**config.mk**
```make
export PLATFORM = sky130hd
export DESIGN_NAME = mmvs_core
export DESIGN_NICKNAME = d
export VERILOG_FILES = /design/src/hw/mmvs_pkg.sv /design/src/hw/mmvs_core.sv /design/src/hw/mmvs_map_decode.sv
export VERILOG_INCLUDE_DIRS = /design/src /design/src/hw
export SDC_FILE = /design/constraint.sdc
export NUM_CORES = 1
export LEC_CHECK = 0
export ABC_AREA = 1
export BUFFER_PORTS_ARGS = -buffer_cell sky130_fd_sc_hd__buf_2
export CAP_MARGIN = 20
export CORE_MARGIN = 2
export CORE_UTILIZATION = 35
export CTS_CLUSTER_SIZE = 24
export DETAILED_ROUTE_END_ITERATION = 8
export GPL_ROUTABILITY_DRIVEN = 1
export GPL_TIMING_DRIVEN = 0
export PLACE_DENSITY = 0.57
export SYNTH_ARGS = -nofsm -noshare
export SYNTH_HDL_FRONTEND = slang
export SYNTH_SLANG_ARGS = --single-unit
```
**constraint.sdc**
```tcl
create_clock -name i_mclk -period 1.9 [get_ports i_mclk]
set_clock_uncertainty 0.2 [all_clocks]
set_input_delay 0.095 -clock i_mclk [delete_from_list [all_inputs] [get_ports i_mclk]]
set_output_delay 0.095 -clock i_mclk [all_outputs]
set_load 0.01 [all_outputs]
```
**src/hw/mmvs_consts.svh**
```systemverilog
`ifndef MMVS_CONSTS_SVH
`define MMVS_CONSTS_SVH

// ***************************************************************
// program space map
// ***************************************************************
`define MMVS_PROG_KB      16'd32        // implemented program memory size: 4, 8, 16, 24 or 32
`define MMVS_KB_SHIFT     10            // kilobytes to bytes
`define MMVS_RESET_VEC    16'hFFFE      // low byte of the reset vector
`define MMVS_PAGE_HI      8'hFF         // high byte of every page-call target
`define MMVS_TABLE_BASE   16'hFFDE      // entry 0, higher entries sit lower
`define MMVS_IRQ_BASE     16'hFFE0      // interrupt vector n at base + 2n

// ***************************************************************
// data space map
// ***************************************************************
`define MMVS_CTRL_LO      9'h0C0        // first control register
`define MMVS_CTRL_HI      9'h0FF        // last control register
`define MMVS_STACK_PAGE   1'b1          // stack lives in page 100..1FF

// ***************************************************************
// status word and reset values
// ***************************************************************
`define MMVS_PSW_BRK_BIT  4             // break flag position in the status word
`define MMVS_PC_RST       16'h0000
`define MMVS_SP_RST       8'h00         // not a promise: software loads it
`define MMVS_PSW_RST      8'h00
`define MMVS_BYTE_RST     8'h00

`endif

```
**src/hw/mmvs_pkg.sv**
```systemverilog
package mmvs_pkg;

   // ***************************************************************
   // commands from the core
   // ***************************************************************
   typedef enum logic [3:0] {
      MMVS_OP_NONE       = 4'h0,
      MMVS_OP_FETCH      = 4'h1,
      MMVS_OP_CALL       = 4'h2,
      MMVS_OP_PAGE_CALL  = 4'h3,
      MMVS_OP_TABLE_CALL = 4'h4,
      MMVS_OP_SOFT_BREAK = 4'h5,
      MMVS_OP_INTERRUPT  = 4'h6,
      MMVS_OP_SUB_RETURN = 4'h7,
      MMVS_OP_INT_RETURN = 4'h8,
      MMVS_OP_SP_LOAD    = 4'h9,
      MMVS_OP_PC_LOAD    = 4'hA,
      MMVS_OP_PROG_READ  = 4'hB
   } mmvs_op_t;

   typedef enum logic [3:0] {
      MMVS_ST_RST      = 4'h0,
      MMVS_ST_IDLE     = 4'h1,
      MMVS_ST_PUSH_LO  = 4'h2,
      MMVS_ST_PUSH_PSW = 4'h3,
      MMVS_ST_PUSH_END = 4'h4,
      MMVS_ST_VEC_LO   = 4'h5,
      MMVS_ST_VEC_HI   = 4'h6,
      MMVS_ST_VEC_END  = 4'h7,
      MMVS_ST_POP      = 4'h8,
      MMVS_ST_PRD_W    = 4'h9,
      MMVS_ST_PRD_D    = 4'hA,
      MMVS_ST_DATA_W   = 4'hB,
      MMVS_ST_DATA_D   = 4'hC
   } mmvs_state_t;

   typedef struct packed {
      logic        valid;
      mmvs_op_t    op;
      logic [7:0]  operand;
      logic [15:0] target;
      logic [7:0]  psw;
   } mmvs_cmd_t;

   typedef struct packed {
      logic        rd;
      logic        wr;
      logic [8:0]  addr;
      logic [7:0]  wdata;
   } mmvs_dacc_t;

   typedef struct packed {
      logic        rd;
      logic [15:0] addr;
      logic        hit;
   } mmvs_preq_t;

   typedef struct packed {
      logic        rd;
      logic        wr;
      logic [8:0]  addr;
      logic [7:0]  wdata;
      logic        ram_sel;
      logic        ctrl_sel;
   } mmvs_dreq_t;

   typedef struct packed {
      mmvs_state_t st;
      logic [15:0] pc;
      logic [7:0]  sp;
      logic [15:0] vec;
      logic [7:0]  psw_buf;
      logic        with_psw;
      logic        direct;
      logic        rd_ctrl;
      logic [1:0]  issued;
      logic [1:0]  captured;
      mmvs_preq_t  pmem;
      mmvs_dreq_t  dmem;
      logic [7:0]  psw_out;
      logic        psw_ld;
      logic [7:0]  rdata;
      logic        rdata_vld;
      logic        done;
      logic        busy;
   } mmvs_core_t;

endpackage

```
**src/hw/mmvs_core.sv**
```systemverilog
// How it works
// - 16-bit program counter wraps past top address
// - only top 4..32K of program space implemented
// - after reset, load PC from FFFE/FFFF
// - page call targets FF00..FFFF, no push shortcut
// - table call n vectors through FFDE minus 2n
// - software break shares table call zero vector
// - interrupt n vectors through FFE0 plus 2n
// - vector area readable as ordinary program memory
// - 448 bytes of user ram incl. stack
// - data 0C0..0FF goes to control registers
// - unused control addresses simply passed through
// - push return address before jumping to target
// - subroutine return pops PC; interrupt return adds flags
// - stack pointer post-decrement push, pre-increment pop
// - stack in page 100..1FF, software loads pointer
// - software break sets break flag in pushed status
`timescale 1ns/10ps
`default_nettype none
`include "mmvs_consts.svh"

module mmvs_core
   import mmvs_pkg::*;
(
   input  wire logic        i_mclk,        // system clock, 10 MHz
   input  wire logic        i_rst_b,       // synchronous reset, active low
   input  wire mmvs_cmd_t   i_cmd,         // command from the core, taken when idle
   input  wire mmvs_dacc_t  i_dacc,        // plain data access, taken when idle and no command
   input  wire logic [7:0]  i_pmem_rdata,  // program memory data, one cycle after strobe
   input  wire logic [7:0]  i_dmem_rdata,  // ram data, one cycle after strobe
   input  wire logic [7:0]  i_creg_rdata,  // control register data, one cycle after strobe
   output mmvs_preq_t       o_pmem,        // program memory request
   output mmvs_dreq_t       o_dmem,        // data memory / control register request
   output logic [15:0]      o_pc,          // program counter
   output logic [7:0]       o_sp,          // stack pointer
   output logic [7:0]       o_psw,         // restored status word
   output logic             o_psw_ld,      // pulse: take o_psw
   output logic [7:0]       o_rdata,       // fetched or read byte
   output logic             o_rdata_vld,   // pulse: o_rdata valid
   output logic             o_done,        // pulse: command finished
   output logic             o_busy         // level: commands are refused
);

   // ***************************************************************
   // state and decode
   // ***************************************************************
   mmvs_core_t cur_reg;
   mmvs_core_t raw_next;
   mmvs_core_t cur_next;
   logic       prog_hit;
   logic       ram_sel;
   logic       ctrl_sel;

   // decode works on the next bus addresses so the select flops line up with them
   mmvs_map_decode u_decode (
      .i_prog_addr (raw_next.pmem.addr),
      .i_data_addr (raw_next.dmem.addr),
      .o_prog_hit  (prog_hit),
      .o_ram_sel   (ram_sel),
      .o_ctrl_sel  (ctrl_sel)
   );

   // ***************************************************************
   // sequencer
   // ***************************************************************
   // every bus word is prepared one state ahead, so memory sees it from a flop
   always_comb begin
      logic [1:0]  need;
      logic [1:0]  pos;
      logic [1:0]  owed;
      raw_next           = cur_reg;
      raw_next.pmem.rd   = 1'b0;
      raw_next.dmem.rd   = 1'b0;
      raw_next.dmem.wr   = 1'b0;
      raw_next.psw_ld    = 1'b0;
      raw_next.rdata_vld = 1'b0;
      raw_next.done      = 1'b0;
      need               = cur_reg.with_psw ? 2'd3 : 2'd2;
      pos                = 2'(cur_reg.captured + (cur_reg.with_psw ? 2'd0 : 2'd1));
      owed               = 2'(cur_reg.issued - cur_reg.captured);
      unique case (cur_reg.st)
         MMVS_ST_RST: begin
            raw_next.vec       = `MMVS_RESET_VEC;
            raw_next.pmem.rd   = 1'b1;
            raw_next.pmem.addr = `MMVS_RESET_VEC;
            raw_next.st        = MMVS_ST_VEC_LO;
         end
         MMVS_ST_IDLE: begin
            raw_next.with_psw = 1'b0;
            raw_next.direct   = 1'b0;
            raw_next.issued   = 2'd0;
            raw_next.captured = 2'd0;
            raw_next.psw_buf  = i_cmd.psw;
            if (i_cmd.valid) begin
               unique case (i_cmd.op)
                  MMVS_OP_FETCH, MMVS_OP_PROG_READ: begin
                     raw_next.pmem.rd   = 1'b1;
                     raw_next.pmem.addr = (i_cmd.op == MMVS_OP_FETCH) ? cur_reg.pc : i_cmd.target;
                     if (i_cmd.op == MMVS_OP_FETCH) begin
                        raw_next.pc = 16'(cur_reg.pc + 16'h0001);
                     end
                     raw_next.st = MMVS_ST_PRD_W;
                  end
                  MMVS_OP_CALL, MMVS_OP_PAGE_CALL, MMVS_OP_TABLE_CALL,
                  MMVS_OP_SOFT_BREAK, MMVS_OP_INTERRUPT: begin
                     unique case (i_cmd.op)
                        MMVS_OP_CALL: begin
                           raw_next.vec    = i_cmd.target;
                           raw_next.direct = 1'b1;
                        end
                        MMVS_OP_PAGE_CALL: begin
                           raw_next.vec    = {`MMVS_PAGE_HI, i_cmd.operand};
                           raw_next.direct = 1'b1;
                        end
                        MMVS_OP_TABLE_CALL: begin
                           raw_next.vec = 16'(`MMVS_TABLE_BASE - {11'h000, i_cmd.operand[3:0], 1'b0});
                        end
                        MMVS_OP_SOFT_BREAK: begin
                           raw_next.vec      = `MMVS_TABLE_BASE;
                           raw_next.with_psw = 1'b1;
                           raw_next.psw_buf[`MMVS_PSW_BRK_BIT] = 1'b1;
                        end
                        default: begin
                           raw_next.vec      = 16'(`MMVS_IRQ_BASE + {11'h000, i_cmd.operand[3:0], 1'b0});
                           raw_next.with_psw = 1'b1;
                        end
                     endcase
                     // return address goes out high byte first, before any jump
                     raw_next.dmem.wr    = 1'b1;
                     raw_next.dmem.addr  = {`MMVS_STACK_PAGE, cur_reg.sp};
                     raw_next.dmem.wdata = cur_reg.pc[15:8];
                     raw_next.sp         = 8'(cur_reg.sp - 8'h01);
                     raw_next.st         = MMVS_ST_PUSH_LO;
                  end
                  MMVS_OP_SUB_RETURN, MMVS_OP_INT_RETURN: begin
                     raw_next.with_psw = (i_cmd.op == MMVS_OP_INT_RETURN);
                     raw_next.st       = MMVS_ST_POP;
                  end
                  MMVS_OP_SP_LOAD: begin
                     raw_next.sp   = i_cmd.operand;
                     raw_next.done = 1'b1;
                  end
                  MMVS_OP_PC_LOAD: begin
                     raw_next.pc   = i_cmd.target;
                     raw_next.done = 1'b1;
                  end
                  default: begin
                     raw_next.done = 1'b1;
                  end
               endcase
            end else if (i_dacc.rd || i_dacc.wr) begin
               // unused control addresses are passed on as they are
               raw_next.dmem.rd    = i_dacc.rd;
               raw_next.dmem.wr    = i_dacc.wr && !i_dacc.rd;
               raw_next.dmem.addr  = i_dacc.addr;
               raw_next.dmem.wdata = i_dacc.wdata;
               raw_next.st         = MMVS_ST_DATA_W;
            end
         end
         MMVS_ST_PUSH_LO: begin
            raw_next.dmem.wr    = 1'b1;
            raw_next.dmem.addr  = {`MMVS_STACK_PAGE, cur_reg.sp};
            raw_next.dmem.wdata = cur_reg.pc[7:0];
            raw_next.sp         = 8'(cur_reg.sp - 8'h01);
            raw_next.st         = cur_reg.with_psw ? MMVS_ST_PUSH_PSW : MMVS_ST_PUSH_END;
         end
         MMVS_ST_PUSH_PSW: begin
            raw_next.dmem.wr    = 1'b1;
            raw_next.dmem.addr  = {`MMVS_STACK_PAGE, cur_reg.sp};
            raw_next.dmem.wdata = cur_reg.psw_buf;
            raw_next.sp         = 8'(cur_reg.sp - 8'h01);
            raw_next.st         = MMVS_ST_PUSH_END;
         end
         MMVS_ST_PUSH_END: begin
            if (cur_reg.direct) begin
               raw_next.pc   = cur_reg.vec;
               raw_next.done = 1'b1;
               raw_next.st   = MMVS_ST_IDLE;
            end else begin
               raw_next.pmem.rd   = 1'b1;
               raw_next.pmem.addr = cur_reg.vec;
               raw_next.st        = MMVS_ST_VEC_LO;
            end
         end
         MMVS_ST_VEC_LO: begin
            raw_next.pmem.rd   = 1'b1;
            raw_next.pmem.addr = 16'(cur_reg.vec + 16'h0001);
            raw_next.st        = MMVS_ST_VEC_HI;
         end
         MMVS_ST_VEC_HI: begin
            raw_next.vec[7:0] = i_pmem_rdata;
            raw_next.st       = MMVS_ST_VEC_END;
         end
         MMVS_ST_VEC_END: begin
            raw_next.pc   = {i_pmem_rdata, cur_reg.vec[7:0]};
            raw_next.done = 1'b1;
            raw_next.st   = MMVS_ST_IDLE;
         end
         MMVS_ST_POP: begin
            // reads overlap captures: pointer moves up before each read
            if (cur_reg.issued != need) begin
               raw_next.dmem.rd   = 1'b1;
               raw_next.dmem.addr = {`MMVS_STACK_PAGE, 8'(cur_reg.sp + 8'h01)};
               raw_next.sp        = 8'(cur_reg.sp + 8'h01);
               raw_next.issued    = 2'(cur_reg.issued + 2'd1);
            end
            // data trails its strobe by one cycle
            if (owed == 2'd2 || (owed == 2'd1 && !cur_reg.dmem.rd)) begin
               raw_next.captured = 2'(cur_reg.captured + 2'd1);
               unique case (pos)
                  2'd0: raw_next.psw_buf  = i_dmem_rdata;
                  2'd1: raw_next.vec[7:0] = i_dmem_rdata;
                  default: begin
                     raw_next.pc      = {i_dmem_rdata, cur_reg.vec[7:0]};
                     raw_next.psw_out = cur_reg.psw_buf;
                     raw_next.psw_ld  = cur_reg.with_psw;
                     raw_next.done    = 1'b1;
                     raw_next.st      = MMVS_ST_IDLE;
                  end
               endcase
            end
         end
         MMVS_ST_PRD_W: begin
            raw_next.st = MMVS_ST_PRD_D;
         end
         MMVS_ST_PRD_D: begin
            raw_next.rdata     = i_pmem_rdata;
            raw_next.rdata_vld = 1'b1;
            raw_next.done      = 1'b1;
            raw_next.st        = MMVS_ST_IDLE;
         end
         MMVS_ST_DATA_W: begin
            raw_next.rd_ctrl = cur_reg.dmem.ctrl_sel;
            if (cur_reg.dmem.rd) begin
               raw_next.st = MMVS_ST_DATA_D;
            end else begin
               raw_next.done = 1'b1;
               raw_next.st   = MMVS_ST_IDLE;
            end
         end
         MMVS_ST_DATA_D: begin
            raw_next.rdata     = cur_reg.rd_ctrl ? i_creg_rdata : i_dmem_rdata;
            raw_next.rdata_vld = 1'b1;
            raw_next.done      = 1'b1;
            raw_next.st        = MMVS_ST_IDLE;
         end
         default: begin
            raw_next.st = MMVS_ST_IDLE;
         end
      endcase
      raw_next.busy = (raw_next.st != MMVS_ST_IDLE);
   end

   // selects are folded in after the decoder to keep the sequencer free of loops
   always_comb begin
      cur_next               = raw_next;
      cur_next.pmem.hit      = prog_hit;
      cur_next.dmem.ram_sel  = ram_sel;
      cur_next.dmem.ctrl_sel = ctrl_sel;
   end

   // ***************************************************************
   // registers
   // ***************************************************************
   always_ff @(posedge i_mclk) begin
      if (!i_rst_b) begin
         cur_reg          <= '0;
         cur_reg.st       <= MMVS_ST_RST;
         cur_reg.pc       <= `MMVS_PC_RST;
         cur_reg.sp       <= `MMVS_SP_RST;
         cur_reg.psw_out  <= `MMVS_PSW_RST;
         cur_reg.rdata    <= `MMVS_BYTE_RST;
         cur_reg.busy     <= 1'b1;
      end else begin
         cur_reg <= cur_next;
      end
   end

   // ***************************************************************
   // outputs
   // ***************************************************************
   assign o_pmem      = cur_reg.pmem;
   assign o_dmem      = cur_reg.dmem;
   assign o_pc        = cur_reg.pc;
   assign o_sp        = cur_reg.sp;
   assign o_psw       = cur_reg.psw_out;
   assign o_psw_ld    = cur_reg.psw_ld;
   assign o_rdata     = cur_reg.rdata;
   assign o_rdata_vld = cur_reg.rdata_vld;
   assign o_done      = cur_reg.done;
   assign o_busy      = cur_reg.busy;

endmodule
`default_nettype wire

```
**src/hw/mmvs_map_decode.sv**
```systemverilog
`timescale 1ns/10ps
`default_nettype none
`include "mmvs_consts.svh"

module mmvs_map_decode
   import mmvs_pkg::*;
(
   input  wire logic [15:0] i_prog_addr,   // program address
   input  wire logic [8:0]  i_data_addr,   // data address
   output logic             o_prog_hit,    // address lies in implemented memory
   output logic             o_ram_sel,     // user ram or stack
   output logic             o_ctrl_sel     // control register window
);

   // ***************************************************************
   // address decode
   // ***************************************************************
   logic [15:0] prog_base;

   // implemented memory is the top slice of the space; 0 minus size wraps onto its base
   assign prog_base  = 16'(16'h0000 - (`MMVS_PROG_KB << `MMVS_KB_SHIFT));
   assign o_prog_hit = (i_prog_addr >= prog_base);
   // control window punches a hole in the 512-byte page pair, leaving 448 bytes of ram
   assign o_ctrl_sel = (i_data_addr >= `MMVS_CTRL_LO) && (i_data_addr <= `MMVS_CTRL_HI);
   assign o_ram_sel  = !o_ctrl_sel;

endmodule
`default_nettype wire

```
==> summary by stage <==
Outcome
The run finished, with violations left. The final reports fail on setup timing.

Timing
The shortest clock period the worst path allows after layout is approximately 2.2 ns. Setup violations remaining at the end of the flow were counted as 98. The final period utilization is 1.13. Adding up every negative setup slack in the final design gives -12.42 ns. The hold violation count in the final report is 0. For the pin with the worst max-slew slack, the measured transition is 0.984 ns. Derived from the worst setup path, the maximum achievable clock frequency is between 400 and 500 MHz. Hold is met by approximately 0.019 ns. The smallest setup slack after layout is -0.251 ns.

The final number of max-transition violations came to 0. The headroom to the max-slew limit is 0.344. Setup repair after global routing could not meet its margin everywhere.

Cells and area
The relative area change from synthesis to final layout is 59.9%. In the final layout, the share of cells above drive strength 1 is 0.384. The number of antenna diodes in the final layout is 0. The area of the multi-input gates is roughly 6300 µm². In the layout the commonest cells are sky130_fd_sc_hd__nand2_1, sky130_fd_sc_hd__buf_2, sky130_fd_sc_hd__buf_4, sky130_fd_sc_hd__nor2_1, sky130_fd_sc_hd__inv_1.

The commonest non-fill, non-tap cell in the layout is sky130_fd_sc_hd__nand2_1. Counting the fill cells in the layout gives 2359. The net count of the finished layout is around 1900. The flip-flop count of the largest register after layout is 35.

Summing all flip-flop and latch instances after layout gives approximately 2400 µm².

Clocking
The clock tree from TritonCTS is done. The tree built by TritonCTS fans out to 118 sinks. Counting along the longest clock path gives a buffer depth of 2.

Clock-pin slew was measured on the worst setup and hold paths at roughly 0.06 ns. The cell sitting at the root of the clock tree is a sky130_fd_sc_hd__clkbuf_16. Buffers inserted during clock tree synthesis total 17. The insertion delay of the later-clocked pin in the worst-skew pair is approximately 0.44 ns. CTS built an H-tree with a depth of 4.

Synthesis
In this run the cell area of the synthesized design comes to around 8700 µm². The fraction of synthesized cell area taken by the top area cell type is 0.272. The synthesized design spends more area on one cell type than any other, namely sky130_fd_sc_hd__dfxtp_1. The fraction of registers with async set or reset after synthesis is 0. Ranked by total cell area, the synthesized netlist is headed by sky130_fd_sc_hd__dfxtp_1, sky130_fd_sc_hd__nand2_1, sky130_fd_sc_hd__o21ai_0.

The number of synthesized flops with an enable pin is 0. The number of nets produced by synthesis is roughly 1500. For this run, the number of Yosys warnings is 0. For this run, the leading register cell type out of synthesis is sky130_fd_sc_hd__dfxtp_1. Counting every instance in the synthesized netlist gives 1455.

The sequential-to-total area share from yosys stat is 0.272. The mean area per synthesized cell is between 5 and 6 µm². The register bit count reported by yosys is approximately 120. The count of cell types in the netlist is 45.

Worst setup path
STA classifies the critical path endpoint as a flip-flop. The launch point of the critical path is cur_reg[114]. The worst register-to-register path begins at cur_reg[114].

The worst register-to-register path ends at o_pmem[4]. The critical setup path kind is flip-flop to flip-flop. Of all nets on the critical path, the largest fanout is 7. The data required time of the critical path is 2.08 ns. STA classifies the critical path startpoint as a flip-flop. Data on the critical path arrives at its endpoint at between 2 and 2.5 ns. Counting cells, the worst reg-to-reg path comes to 12. The setup check on the worst reg-to-reg path leaves a slack of -0.25 ns.

Power
IR analysis of the VDD net gives a maximum drop of 750 µV. The analysis attributes to cell leakage a power of between 6 and 7 nW. Dividing total power by cell area gives a power density of ~1600 nW/µm².

Worst hold path
The sink of the worst hold path is o_pc[1]. The min-delay analysis places its worst path in the category input port to flip-flop. Counting instances, the worst hold path has a depth of 7. The startpoint of the most critical hold path is i_cmd[9].

Global route
The combined global-route utilization of all metal layers is 0.301. Entering global routing, the biggest net connects 17 pins. The initial antenna violation count is 1. Summed over all layers, the global routing overflow is 0. The first global-routing pass estimated 60300 µm of wire. The number of global-route vias before repair is around 10000.

Placed design
Detailed placement ended at an HPWL of a little under 30000 µm. The total of buffers placed on input and output ports is between 150 and 200. The final RePlAce weighted congestion is 0.968.

Floorplanning
The floorplan step set the die width to roughly 160 µm. The starting utilization of the core area is 0.357. The area of the core is around 24000 µm². For this design the top-level I/O count stands at between 150 and 200. The die covers about 26000 µm². The die outline height is between 150 and 200 µm. The floorplan has 57 rows.

Route
In the routed layout, each cell is associated on average with a via count of between 5 and 6. The total wire length is between 40000 and 50000 µm. The number of nets with antenna violations after detailed routing is 0. The routed layout has about 12000 vias. For this run, the detailed router's first-pass iteration total came to 6. The DRC violation count after routing is 0.

The routed wire length per instance is slightly below 20 µm. In this run, the number of DRC markers left after iteration 0 of detailed routing was 1038.

Job
The number of max-capacitance violations reported is 0.
[area by class of cell]
type / instances / share of cell area
Multi-Input combinational cell: 1054 / 0.452
Timing Repair Buffer: 335 / 0.186
Sequential cell: 118 / 0.173
Buffer: 124 / 0.0683
Inverter: 155 / 0.0443
Clock buffer: 19 / 0.0327
Tap cell: 324 / 0.0292
Clock inverter: 13 / 0.0141
[cell families after synthesis]
family / count (synthesis) / synth area share
muxes: 1 / 0.00115
and+or+nand+nor: 750 / 0.363
AOI/OAI and AO/OA: 289 / 0.188
DFF: 118 / 0.272
buffers and inverters: 284 / 0.160
xor gates and xnor gates: 7 / 0.00707
adders and majority gates: 6 / 0.00866
[how the worst max path moves through the flow]
stage                      to  cells after the start
global placement     o_pc[13]                     10
global route        o_pmem[4]                     12
CTS                 o_pmem[4]                     12
detailed placement   o_pc[13]                     10
finish              o_pmem[4]                     12
floorplan              o_done                     14
[metal layers]
layer  routed length (µm)  part of all wire  global-route usage
met1                17800              0.43               0.422
met2                18300              0.44               0.465
met5                   11           0.00027                   0
met3                 3750             0.090              0.0470
met4                 1620             0.039               0.114
[critical path, stage by stage, from the launching register on]
cell and delay [ns]:
sky130_fd_sc_hd__dfxtp_4 0.41, sky130_fd_sc_hd__inv_4 0.05, sky130_fd_sc_hd__nor2_4 0.09, sky130_fd_sc_hd__nand2_2 0.09, sky130_fd_sc_hd__buf_8 0.14, sky130_fd_sc_hd__nor2_4 0.13
sky130_fd_sc_hd__inv_2 0.06, sky130_fd_sc_hd__nor2_4 0.24, sky130_fd_sc_hd__buf_6 0.18, sky130_fd_sc_hd__o211ai_1 0.18, sky130_fd_sc_hd__o2111ai_1 0.16, sky130_fd_sc_hd__nand2_1 0.09
sky130_fd_sc_hd__nand2_1 0.06
[repair_timing]
item / in CTS / in global routing
cloned: 4 / 3
buffers inserted: 81 / 30
pin swaps: 79 / 85
hold buffers: 65 / 0
resized for setup: 313 / 192
endpoints found under the hold margin: 64 / 0
setup endpoints to repair: 106 / 111
[Yosys cell counts, types with 2 or more instances]
cell                          n
sky130_fd_sc_hd__nor3_1      34
sky130_fd_sc_hd__clkinv_1     4
sky130_fd_sc_hd__nor2_2       6
sky130_fd_sc_hd__buf_1        4
sky130_fd_sc_hd__a41oi_1      3
sky130_fd_sc_hd__nor4_1       3
sky130_fd_sc_hd__o211ai_1    22
sky130_fd_sc_hd__inv_1      137
sky130_fd_sc_hd__nand4_1     10
sky130_fd_sc_hd__o21a_1       3
sky130_fd_sc_hd__a31oi_1     27
sky130_fd_sc_hd__or2_2        7
sky130_fd_sc_hd__nand3_1    126
sky130_fd_sc_hd__o2111ai_1    7
sky130_fd_sc_hd__o221ai_1     4
sky130_fd_sc_hd__nand2_2      3
sky130_fd_sc_hd__a21oi_1     65
sky130_fd_sc_hd__ha_1         6
sky130_fd_sc_hd__o21ai_0    139
sky130_fd_sc_hd__dfxtp_1    118
sky130_fd_sc_hd__nand3b_1     2
sky130_fd_sc_hd__nor2_1     168
sky130_fd_sc_hd__clkbuf_1    35
sky130_fd_sc_hd__nand2_1    383
sky130_fd_sc_hd__buf_4       81
sky130_fd_sc_hd__xor2_1       6
sky130_fd_sc_hd__nor2_4       2
sky130_fd_sc_hd__buf_2        8
sky130_fd_sc_hd__o22ai_1     13
sky130_fd_sc_hd__inv_2       14
[stage by stage]
step	std cells	util	power, mW	area (µm²)	worst slack (ns)
floorplan	1455	-	9.80	8700	-0.00654
global placement	1942	0.408	12.7	9920	-0.768
detailed placement	1942	0.408	12.7	9920	-0.743
CTS	2119	0.534	19.9	13000	-0.177
global route	2142	0.570	23.4	13900	-0.318
finish	2142	0.570	22.3	13900	-0.251
[report_power, final]
group / total (mW) / internal, mW / switching [mW]
logic: 14.4 / 6.32 / 8.06
clock network: 3.70 / 2.29 / 1.42
registers: 4.21 / 3.27 / 0.940
No activity file was read; power rests on OpenSTA's default activity.
